<file path="config.mk">
export PLATFORM = sky130hd
export DESIGN_NAME = mbfc_check
export DESIGN_NICKNAME = d
export VERILOG_FILES = /design/src/design/mbfc_pkg.sv /design/src/design/mbfc_fifo.sv /design/src/design/mbfc_check.sv
export SDC_FILE = /design/constraint.sdc
export NUM_CORES = 1
export LEC_CHECK = 0
export BUFFER_PORTS_ARGS = -buffer_cell sky130_fd_sc_hd__buf_2
export CELL_PAD_IN_SITES_DETAIL_PLACEMENT = 0
export CELL_PAD_IN_SITES_GLOBAL_PLACEMENT = 1
export CORE_MARGIN = 5
export CORE_UTILIZATION = 45
export DETAILED_ROUTE_END_ITERATION = 10
export PLACE_DENSITY = 0.77
export SLEW_MARGIN = 20
export SYNTH_ARGS = -nofsm -noshare
export SYNTH_HDL_FRONTEND = slang
export SYNTH_HIERARCHICAL = 1
export SYNTH_SLANG_ARGS = --single-unit
</file>
<file path="constraint.sdc">
create_clock -name clk -period 6.2 [get_ports clk]
set_input_delay 1.24 -clock clk [delete_from_list [all_inputs] [get_ports clk]]
set_output_delay 1.24 -clock clk [all_outputs]
set_load 0.02 [all_outputs]
</file>
<file path="src/design/mbfc_pkg.sv">
// shared constants and types for the frame checker
package mbfc_pkg;
  localparam int CLK_PERIOD_NS = 10;
  localparam int NS_PER_S = 1000000000;
  localparam int ASCII_GAP_S = 1;
  localparam int ASCII_GAP_CYCLES = (ASCII_GAP_S * NS_PER_S) / CLK_PERIOD_NS;
  localparam int BAUD_RATE = 9600;
  localparam int BIT_CYCLES = NS_PER_S / (CLK_PERIOD_NS * BAUD_RATE);
  localparam int RTU_GAP_BITS = 24;
  localparam int FIFO_DEPTH = 8;
  localparam int FIFO_LEVEL_W = 4;
  localparam logic [3:0] FIFO_READY_LIMIT = 4'h6;
  localparam logic [15:0] CRC_SEED = 16'hffff;
  localparam logic [15:0] CRC_POLY = 16'ha001;
  localparam logic [16:0] REF_OFFSET = 17'h09c41;
  localparam logic [6:0] CHAR_COLON = 7'h3a;
  localparam logic [6:0] CHAR_CR = 7'h0d;
  localparam logic [6:0] CHAR_LF = 7'h0a;
  localparam logic [7:0] REF_HI_INDEX = 8'h02;
  localparam logic [7:0] REF_LO_INDEX = 8'h03;

  // one decoded message byte on its way out
  typedef struct packed {
    logic first;
    logic [7:0] data;
  } mbfc_byte_t;

  // outcome of one finished frame
  typedef struct packed {
    logic ok;
    logic [15:0] check;
  } mbfc_result_t;

  typedef enum logic [1:0] {
    MBFC_IDLE = 2'b00,
    MBFC_HI = 2'b01,
    MBFC_LO = 2'b10,
    MBFC_LF = 2'b11
  } mbfc_ascii_st_t;
endpackage

</file>
<file path="src/design/mbfc_fifo.sv">
// small fifo with registered read data
`timescale 1ns/1ns
`default_nettype none
module mbfc_fifo #(
  parameter int WIDTH = 9,
  parameter int DEPTH = 8,
  parameter int AW = 3
) (
  input wire logic clk,
  input wire logic rst_n,
  input wire logic in_valid,
  output logic in_ready,
  input wire logic [WIDTH-1:0] in_data,
  output logic out_valid,
  input wire logic out_ready,
  output logic [WIDTH-1:0] out_data,
  output logic [AW:0] level
);
  logic [WIDTH-1:0] mem [DEPTH];
  logic [AW-1:0] wp;
  logic [AW-1:0] rp;
  wire push = in_valid && in_ready;
  wire pop = (level != '0) && (!out_valid || out_ready);

  // full when every slot is taken
  assign in_ready = level != (AW+1)'(DEPTH);

  // storage, no reset needed
  always_ff @(posedge clk) begin
    if (push) begin
      mem[wp] <= in_data;
    end
  end

  // pointers, level and output stage
  always_ff @(posedge clk or negedge rst_n) begin
    if (!rst_n) begin
      wp <= '0;
      rp <= '0;
      level <= '0;
      out_valid <= 1'b0;
      out_data <= '0;
    end else begin
      if (push) begin
        wp <= wp + 1'b1;
      end
      if (pop) begin
        rp <= rp + 1'b1;
        out_data <= mem[rp];
        out_valid <= 1'b1;
      end else if (out_ready) begin
        out_valid <= 1'b0;
      end
      level <= level + (AW+1)'(push) - (AW+1)'(pop);
    end
  end
endmodule // mbfc_fifo
`default_nettype wire

</file>
<file path="src/design/mbfc_check.sv">
// Contract
// - address field carries reference minus 40001; device adds 40001 back
// - ascii check covers address through last data, not colon, cr, lf
// - ascii check is two's complement of the 8-bit sum, carry dropped
// - ascii bytes travel as two hex characters; sum over decoded bytes
// - rtu crc is 16-bit remainder over data bits, address through last data
// - crc starts at all ones each message, first byte xored in
// - low byte of xor result indexes 256-entry a001 table
// - high byte shifted low, xored with table entry, gives new crc
// - new crc seeds next byte; repeat through final data byte
// - crc appended low byte first, high byte last
// - ascii frame opens with colon, closes cr lf; rtu has no marks
// - ascii gaps at most one second; rtu frame ends after 24 bit-time gap
`timescale 1ns/1ns
`default_nettype none
module mbfc_check #(
  parameter int ASCII_GAP_CYCLES = mbfc_pkg::ASCII_GAP_CYCLES,
  parameter int BIT_CYCLES = mbfc_pkg::BIT_CYCLES
) (
  input wire logic clk,
  input wire logic reset_n,
  input wire logic ascii_mode,
  input wire logic in_valid,
  output logic in_ready,
  input wire logic [7:0] in_data,
  output logic out_valid,
  input wire logic out_ready,
  output mbfc_pkg::mbfc_byte_t out_byte,
  output logic frame_done,
  output mbfc_pkg::mbfc_result_t frame_result,
  output logic ref_valid,
  output logic [16:0] ref_number
);
  // table entry built by the reflected bit-serial shifter
  function automatic logic [15:0] crc_table(input logic [7:0] idx);
    logic [15:0] r;
    r = {8'h00, idx};
    for (int i = 0; i < 8; i++) begin
      r = r[0] ? ((r >> 1) ^ mbfc_pkg::CRC_POLY) : (r >> 1);
    end
    return r;
  endfunction

  // ascii hex character to nibble
  function automatic logic [4:0] hex_val(input logic [6:0] c);
    logic [4:0] v;
    v = 5'h10;
    if (c >= 7'h30 && c <= 7'h39) begin
      v = {1'b0, 4'(c - 7'h30)};
    end else if (c >= 7'h41 && c <= 7'h46) begin
      v = {1'b0, 4'(c - 7'h37)};
    end else if (c >= 7'h61 && c <= 7'h66) begin
      v = {1'b0, 4'(c - 7'h57)};
    end
    return v;
  endfunction

  logic rst_s1;
  logic rst_n;
  mbfc_pkg::mbfc_ascii_st_t st;
  logic in_frame;
  logic [3:0] hi_nib;
  logic [15:0] crc;
  logic [15:0] crc_d1;
  logic [15:0] crc_d2;
  logic [7:0] sum;
  logic [7:0] sum_d1;
  logic [7:0] byte_d1;
  logic [7:0] byte_d2;
  logic [7:0] count;
  logic [7:0] ref_hi;
  logic [31:0] idle_cycles;
  logic [31:0] bit_div;
  logic [7:0] gap_bits;
  logic [3:0] fifo_level;

  // reset release through two flops
  always_ff @(posedge clk or negedge reset_n) begin
    if (!reset_n) begin
      rst_s1 <= 1'b0;
      rst_n <= 1'b0;
    end else begin
      rst_s1 <= 1'b1;
      rst_n <= rst_s1;
    end
  end

  // input character decode
  wire take = in_valid && in_ready;
  wire [6:0] chr = in_data[6:0];
  wire [4:0] nib = hex_val(chr);
  wire is_colon = chr == mbfc_pkg::CHAR_COLON;
  wire is_cr = chr == mbfc_pkg::CHAR_CR;
  wire is_lf = chr == mbfc_pkg::CHAR_LF;
  wire is_hex = !nib[4];

  // a binary byte is formed: raw in rtu, second hex digit in ascii
  wire lo_digit = st == mbfc_pkg::MBFC_LO && is_hex;
  wire a_byte = take && ascii_mode && lo_digit;
  wire r_byte = take && !ascii_mode;
  wire byte_stb = a_byte || r_byte;
  wire [7:0] byte_val = ascii_mode ? {hi_nib, nib[3:0]} : in_data;
  wire first = ascii_mode ? (count == 8'h00) : !in_frame;

  // crc step: seed, xor, lookup, combine
  wire [15:0] crc_in = first ? mbfc_pkg::CRC_SEED : crc;
  wire [15:0] crc_x = crc_in ^ {8'h00, byte_val};
  wire [15:0] crc_next = {8'h00, crc_x[15:8]} ^ crc_table(crc_x[7:0]);
  wire [7:0] sum_in = first ? 8'h00 : sum;
  wire [7:0] sum_next = 8'(sum_in + byte_val);

  // one tick per rtu bit time
  wire bit_tick = bit_div == 32'(BIT_CYCLES - 1);

  // rtu frame ends once the line stays silent past the gap limit
  wire rtu_silent = gap_bits == 8'(mbfc_pkg::RTU_GAP_BITS);
  wire rtu_end = !ascii_mode && in_frame && bit_tick && rtu_silent;

  // ascii frame ends on the line feed after the carriage return
  wire ascii_end = take && ascii_mode && st == mbfc_pkg::MBFC_LF && is_lf;

  // ascii abort causes; any of them ends the frame with a bad verdict unless the closing line feed is taken in that cycle
  wire in_ascii_frame = ascii_mode && st != mbfc_pkg::MBFC_IDLE;
  wire lf_missing = st == mbfc_pkg::MBFC_LF && !is_lf;
  wire cr_at_end = st == mbfc_pkg::MBFC_HI && is_cr;
  wire char_bad = st != mbfc_pkg::MBFC_LF && !is_hex && !cr_at_end;
  wire char_abort = take && !is_colon && (lf_missing || char_bad);
  wire gap_abort = idle_cycles >= 32'(ASCII_GAP_CYCLES);
  wire ascii_bad = in_ascii_frame && (char_abort || gap_abort);

  // any frame end, good or bad
  wire frame_end = rtu_end || ascii_end || ascii_bad;

  // ascii: the sum over payload and check byte comes to zero
  wire [7:0] lrc_calc = 8'(8'h00 - sum_d1);
  wire lrc_ok = count >= 8'h02 && sum == 8'h00;

  // rtu check field arrives low byte first, so the last byte is the high one
  wire [15:0] rx_check = {byte_d1, byte_d2};
  wire crc_ok = count >= 8'h03 && crc_d2 == rx_check;

  // verdict and reported check for the current mode
  wire end_ok = ascii_mode ? lrc_ok : crc_ok;
  wire [15:0] end_check = ascii_mode ? {8'h00, lrc_calc} : crc_d2;

  // ascii character sequencer
  always_ff @(posedge clk or negedge rst_n) begin
    if (!rst_n) begin
      st <= mbfc_pkg::MBFC_IDLE;
      hi_nib <= 4'h0;
    end else if (!ascii_mode || ascii_bad || ascii_end) begin
      st <= mbfc_pkg::MBFC_IDLE;
    end else if (take) begin
      case (st)
        mbfc_pkg::MBFC_IDLE: begin
          if (is_colon) begin
            st <= mbfc_pkg::MBFC_HI;
          end
        end
        mbfc_pkg::MBFC_HI: begin
          if (is_colon) begin
            st <= mbfc_pkg::MBFC_HI;
          end else if (is_cr) begin
            st <= mbfc_pkg::MBFC_LF;
          end else begin
            hi_nib <= nib[3:0];
            st <= mbfc_pkg::MBFC_LO;
          end
        end
        mbfc_pkg::MBFC_LO: begin
          // second digit closes the byte; a colon restarts the frame
          st <= mbfc_pkg::MBFC_HI;
        end
        default: st <= mbfc_pkg::MBFC_IDLE;
      endcase
    end
  end

  // ascii idle counter, cleared by each character and outside frames
  always_ff @(posedge clk or negedge rst_n) begin
    if (!rst_n) begin
      idle_cycles <= '0;
    end else begin
      idle_cycles <= (take || st == mbfc_pkg::MBFC_IDLE) ? '0 : idle_cycles + 1'b1;
    end
  end

  // rtu bit-time divider and count of silent bit times
  always_ff @(posedge clk or negedge rst_n) begin
    if (!rst_n) begin
      bit_div <= '0;
      gap_bits <= 8'h00;
    end else begin
      bit_div <= (r_byte || bit_tick) ? '0 : bit_div + 1'b1;
      if (r_byte) begin
        gap_bits <= 8'h00;
      end else if (bit_tick && gap_bits != 8'hff) begin
        gap_bits <= gap_bits + 1'b1;
      end
    end
  end

  // check accumulators and byte history
  always_ff @(posedge clk or negedge rst_n) begin
    if (!rst_n) begin
      crc <= mbfc_pkg::CRC_SEED;
      crc_d1 <= mbfc_pkg::CRC_SEED;
      crc_d2 <= mbfc_pkg::CRC_SEED;
      sum <= 8'h00;
      sum_d1 <= 8'h00;
      byte_d1 <= 8'h00;
      byte_d2 <= 8'h00;
    end else if (byte_stb) begin
      crc <= crc_next;
      crc_d1 <= crc_in;
      crc_d2 <= first ? mbfc_pkg::CRC_SEED : crc_d1;
      sum <= sum_next;
      sum_d1 <= sum_in;
      byte_d1 <= byte_val;
      byte_d2 <= first ? 8'h00 : byte_d1;
    end
  end

  // position inside the frame; cleared at every frame end or restart that takes no byte in the same cycle
  always_ff @(posedge clk or negedge rst_n) begin
    if (!rst_n) begin
      in_frame <= 1'b0;
      count <= 8'h00;
    end else if (byte_stb) begin
      in_frame <= 1'b1;
      count <= first ? 8'h01 : (count == 8'hff ? count : count + 1'b1);
    end else if (frame_end || (take && is_colon)) begin
      in_frame <= 1'b0;
      count <= 8'h00; // next colon or rtu byte reseeds
    end
  end

  // register reference field: bytes two and three of every frame
  wire ref_hi_hit = byte_stb && !first && count == mbfc_pkg::REF_HI_INDEX;
  wire ref_lo_hit = byte_stb && !first && count == mbfc_pkg::REF_LO_INDEX;
  wire [16:0] ref_decoded = {1'b0, ref_hi, byte_val} + mbfc_pkg::REF_OFFSET;

  // frame outcome, held until the next frame end
  always_ff @(posedge clk or negedge rst_n) begin
    if (!rst_n) begin
      frame_done <= 1'b0;
      frame_result <= '0;
    end else begin
      frame_done <= frame_end;
      if (rtu_end || ascii_end) begin
        frame_result <= '{ok: end_ok, check: end_check};
      end else if (ascii_bad) begin
        frame_result <= '{ok: 1'b0, check: 16'h0000};
      end
    end
  end

  // decoded register reference, offset added back to the address field
  always_ff @(posedge clk or negedge rst_n) begin
    if (!rst_n) begin
      ref_valid <= 1'b0;
      ref_hi <= 8'h00;
      ref_number <= 17'h00000;
    end else begin
      ref_valid <= ref_lo_hit;
      if (ref_hi_hit) begin
        ref_hi <= byte_val;
      end
      if (ref_lo_hit) begin
        ref_number <= ref_decoded;
      end
    end
  end

  // room test: the flag is a cycle late, so one more push may still land
  wire fifo_room = fifo_level < mbfc_pkg::FIFO_READY_LIMIT;

  // input ready leaves room for a push already in flight
  always_ff @(posedge clk or negedge rst_n) begin
    if (!rst_n) begin
      in_ready <= 1'b0;
    end else begin
      in_ready <= fifo_room;
    end
  end

  // decoded bytes buffered toward the consumer
  mbfc_fifo #(
    .WIDTH($bits(mbfc_pkg::mbfc_byte_t)),
    .DEPTH(mbfc_pkg::FIFO_DEPTH),
    .AW(3)
  ) u_fifo (
    .clk(clk),
    .rst_n(rst_n),
    .in_valid(byte_stb),
    .in_ready(),
    .in_data({first, byte_val}),
    .out_valid(out_valid),
    .out_ready(out_ready),
    .out_data(out_byte),
    .level(fifo_level)
  );
endmodule // mbfc_check
`default_nettype wire

</file>
==> impl_metrics.yaml <==
grt:
  gr-usage-met3_pct: 2.53
  met2_usage_pct: 29.7
  grt_pass1_vias: 9725
  grt_overflow_total: 0
  antenna_found_initial: 0
  met1_usage_pct: 25.3
  grt_max_degree: 142
  global_route.usage.total_pct: 18.0
  grt_pass1_wl_um: 52300
  top_usage_layer: "met2"
layout:
  syn2layout_area_growth_pct: 13.2
  final_net_count: 1429
  num_antenna_cells: 0
  drive_above_1_share_pct: 16.6
die:
  chipHeight_um: 188
  core_um2: 31400
  dieArea_um2: 35300
  initial_core_util_pct: 45.3
  row_count: 65
  num_io_pins: 60
  die_width_um: 188
clocking:
  cts_made_buffers: 35
  holdBufCountCts: 0
  post_cts_buffers: 0
  cts_tree: "done"
  clk_latency_ns: 0.51
  clock_path_buffers: 3
  h-tree-depth: 2
  cts_resized: 0
  clkSinkCount: 296
  clk_pin_slew_ns: 0.06
  cts_root_buf: "clkbuf_16"
placement:
  dp_hpwl_um: 21000
  routabilityCongestion: 0.797
  port_buffers: 59
  dp_slack_ns: 1.26
routing:
  viasPerCell: 5.36
  first_pass_iters: 5
  ant_nets: 0
  wl_per_cell_um: 17.5
  via_count: 9719
  wl_um: 31700
  detail_route.iter0.violations: 634
  route.detailed.drc: 0
power_and_ir_drop:
  p_comb_share_pct: 30.4
  seqPwrFrac_pct: 40.7
  swShare_pct: 33.7
  p_switching_w: 0.00240
  ir_drop_mv: 0.247
  clkPwrFrac_pct: 28.9
  p_leak_nw: 6.87
  power_density_nw_per_um2: 443
  internal_power_w: 0.00473
logic_synthesis:
  yosysWarnings: 6
  synthMuxAreaShare_pct: 5.02
  synth_edf_count: 72
  synth-seq-area-share_pct: 54.9
  ys.flop_type: "dfrtp_1"
  syn_area_per_cell_um2: 10.7
  synth-seq-cells: 296
  synthesis.area_um2: 14200
  synth-simple-area-share_pct: 16.6
  netlist_instances: 1326
  synth-xor-area-share_pct: 8.74
  synth_compound_area_share_pct: 8.95
  synth_top_family_by_area: "simple AND/OR/NAND/NOR gates"
  synth_fp_nets: 1370
  ys_types: 70
  ys_async_sr_fraction_pct: 75.7
  synth_fa_ha_area_share_pct: 2.83
timing:
  worst_slew_pin_slew_ns: 1.05
  finClkSkew_ns: 0.0130
  maxSlewViolCount: 0
  max_freq_ghz: 0.225
  final.setup.tns_ns: 0
  setup_ws_ns: 1.75
  holdWs_ns: 0.211
  setup_violations: 0
  period_share_pct: 71.7
  hold_violations: 0
  max_slew_margin_pct: 29.8
  min_period_ns: 4.45
  rsz0062_at_grt: "no"
setup_path:
  required_ns: 6.55
  crit_path_end_kind: "flop"
  regToRegSetupSlack_ns: 2.38
  arrival_ns: 4.80
  critPathMaxFanout: 11
  start_kind: "input port"
  critPathKind: "in2reg"
min_path:
  hold_path.class: "reg2async"
outcome:
  outcome: "finished, final reports clean"
job:
  max_cap_viol_count: 0
cells in the mapped netlist (11+ instances only):
cell / count / area share (%)
o21ai_1: 16 / 0.56
nor2_1: 187 / 4.9
dfstp_2: 38 / 7.0
clkbuf_1: 41 / 1.1
nor3_1: 35 / 1.2
and2_1: 11 / 0.48
nand2_1: 114 / 3.0
xor2_1: 76 / 4.7
a21oi_1: 56 / 2.0
and3_1: 16 / 0.70
o21ai_0: 42 / 1.5
a22o_1: 17 / 1.0
nand3_1: 46 / 1.6
xnor2_1: 59 / 3.6
nand4_1: 19 / 0.84
nor4_1: 14 / 0.62
edfxtp_1: 72 / 15
mux2_2: 35 / 2.8
mux2i_1: 32 / 2.3
ha_1: 29 / 2.5
dfrtp_1: 186 / 33
inv_1: 38 / 1.0
kinds of logic (layout without fill, tap and decap cells):
family / after synthesis / after routing
adder cells (fa/ha/maj): 31 / 31
multiplexers: 67 / 67
flip-flops: 296 / 296
AND/OR/NAND/NOR: 501 / 501
other: 1 / 1
AO/OA/AOI/OAI: 195 / 195
buffers and inverters: 97 / 183
XOR/XNOR: 138 / 138
path summary, 6_finish.rpt:
path | startpoint | end | cells past startpoint
setup / recovery | in_data[1] | sum[7] | 18
hold / removal | rst_n | bit_div[11] | 0
setup reg to reg | count[5] | sum[7] | 13
hold reg to reg | rst_n | bit_div[11] | 0
max in group asynchronous | rst_n | idle_cycles[29] | 1
min in group clk | rst_s1 | rst_n | 0
cell type report:
type | count | area [µm²]
flip-flops and latches | 296 | 7820
multi-input cells | 933 | 6010
well taps | 402 | 503
clock buffers | 50 | 1000
clock inverters | 14 | 168
inverters | 40 | 150
fillers | 2810 | 15300
repair buffers | 79 | 458
critical path, cell delays in order:
cell and delay, ns:
buf_2 0.19, inv_1 0.11, ha_1 0.24, nor4_1 0.44, nor3_1 0.17, and2_1 0.22, mux2i_1 0.13, buf_4 0.17
inv_1 0.17, ha_1 0.33, a21o_1 0.15, a21oi_1 0.23, o21bai_1 0.10, a21oi_1 0.22, o21ai_0 0.15, xnor2_1 0.23
mux2i_1 0.21, a21oi_1 0.08
registers in the layout (all words and copies together), names as in the netlist, 9 cells and up:
register,flops
bit_div,32
crc,16
crc_d1,11
crc_d2,11
frame_result,17
idle_cycles,32
ref_number,17
u_fifo/mem,72
u_fifo/out_data,9
cell usage in the layout (no fill, tap or decap), types with 5 or more instances in the layout:
cell / instances
buf_2: 59
ha_1: 29
edfxtp_1: 72
o21ai_1: 15
a21oi_1: 56
xnor2_1: 59
inv_1: 38
or3_1: 10
nand4_1: 19
nand3_1: 46
and2_1: 11
clkbuf_16: 35
and4_1: 9
o31ai_1: 5
dfstp_2: 38
nand2b_1: 9
clkbuf_1: 8
a22o_1: 17
a31oi_1: 6
xor2_1: 76
mux2_2: 35
dfrtp_1: 185
and3_1: 16
nor4b_1: 7
buf_4: 19
nor3_1: 35
nand2_1: 113
o31ai_2: 9
mux2i_1: 32
clkbuf_8: 7
nor2_1: 187
nor4_1: 14
o2bb2ai_1: 10
o22ai_1: 9
o21ai_0: 42
stage by stage:
step / total power, W / std cells / instance area, µm² / util [%]
5_1_grt: 0.00757 / 1814 / 16100 / 51.3
3_5_place_dp: 0.00512 / 1750 / 14900 / 47.6
2_1_floorplan: 0.00454 / 1326 / 14200 / -
4_1_cts: 0.00722 / 1814 / 16100 / 51.3
3_3_place_gp: 0.00506 / 1750 / 14900 / 47.6
6_report: 0.00713 / 1814 / 16100 / 51.3
power groups by stage:
stage	Sequential (W)	Combinational, W	Clock [W]
finish	0.00290	0.00217	0.00206
global route	0.00296	0.00241	0.00220
CTS	0.00291	0.00220	0.00212
detailed placement	0.00293	0.00219	0
global placement	0.00292	0.00214	0
floorplan	0.00292	0.00162	0
routing by layer:
layer	part of all wire, %	up-vias
met4	2.2	0
li1	-	4740
met2	48	151
met1	47	4782
met5	0	-
met3	3.2	46
(Power assumes the default switching activity.)
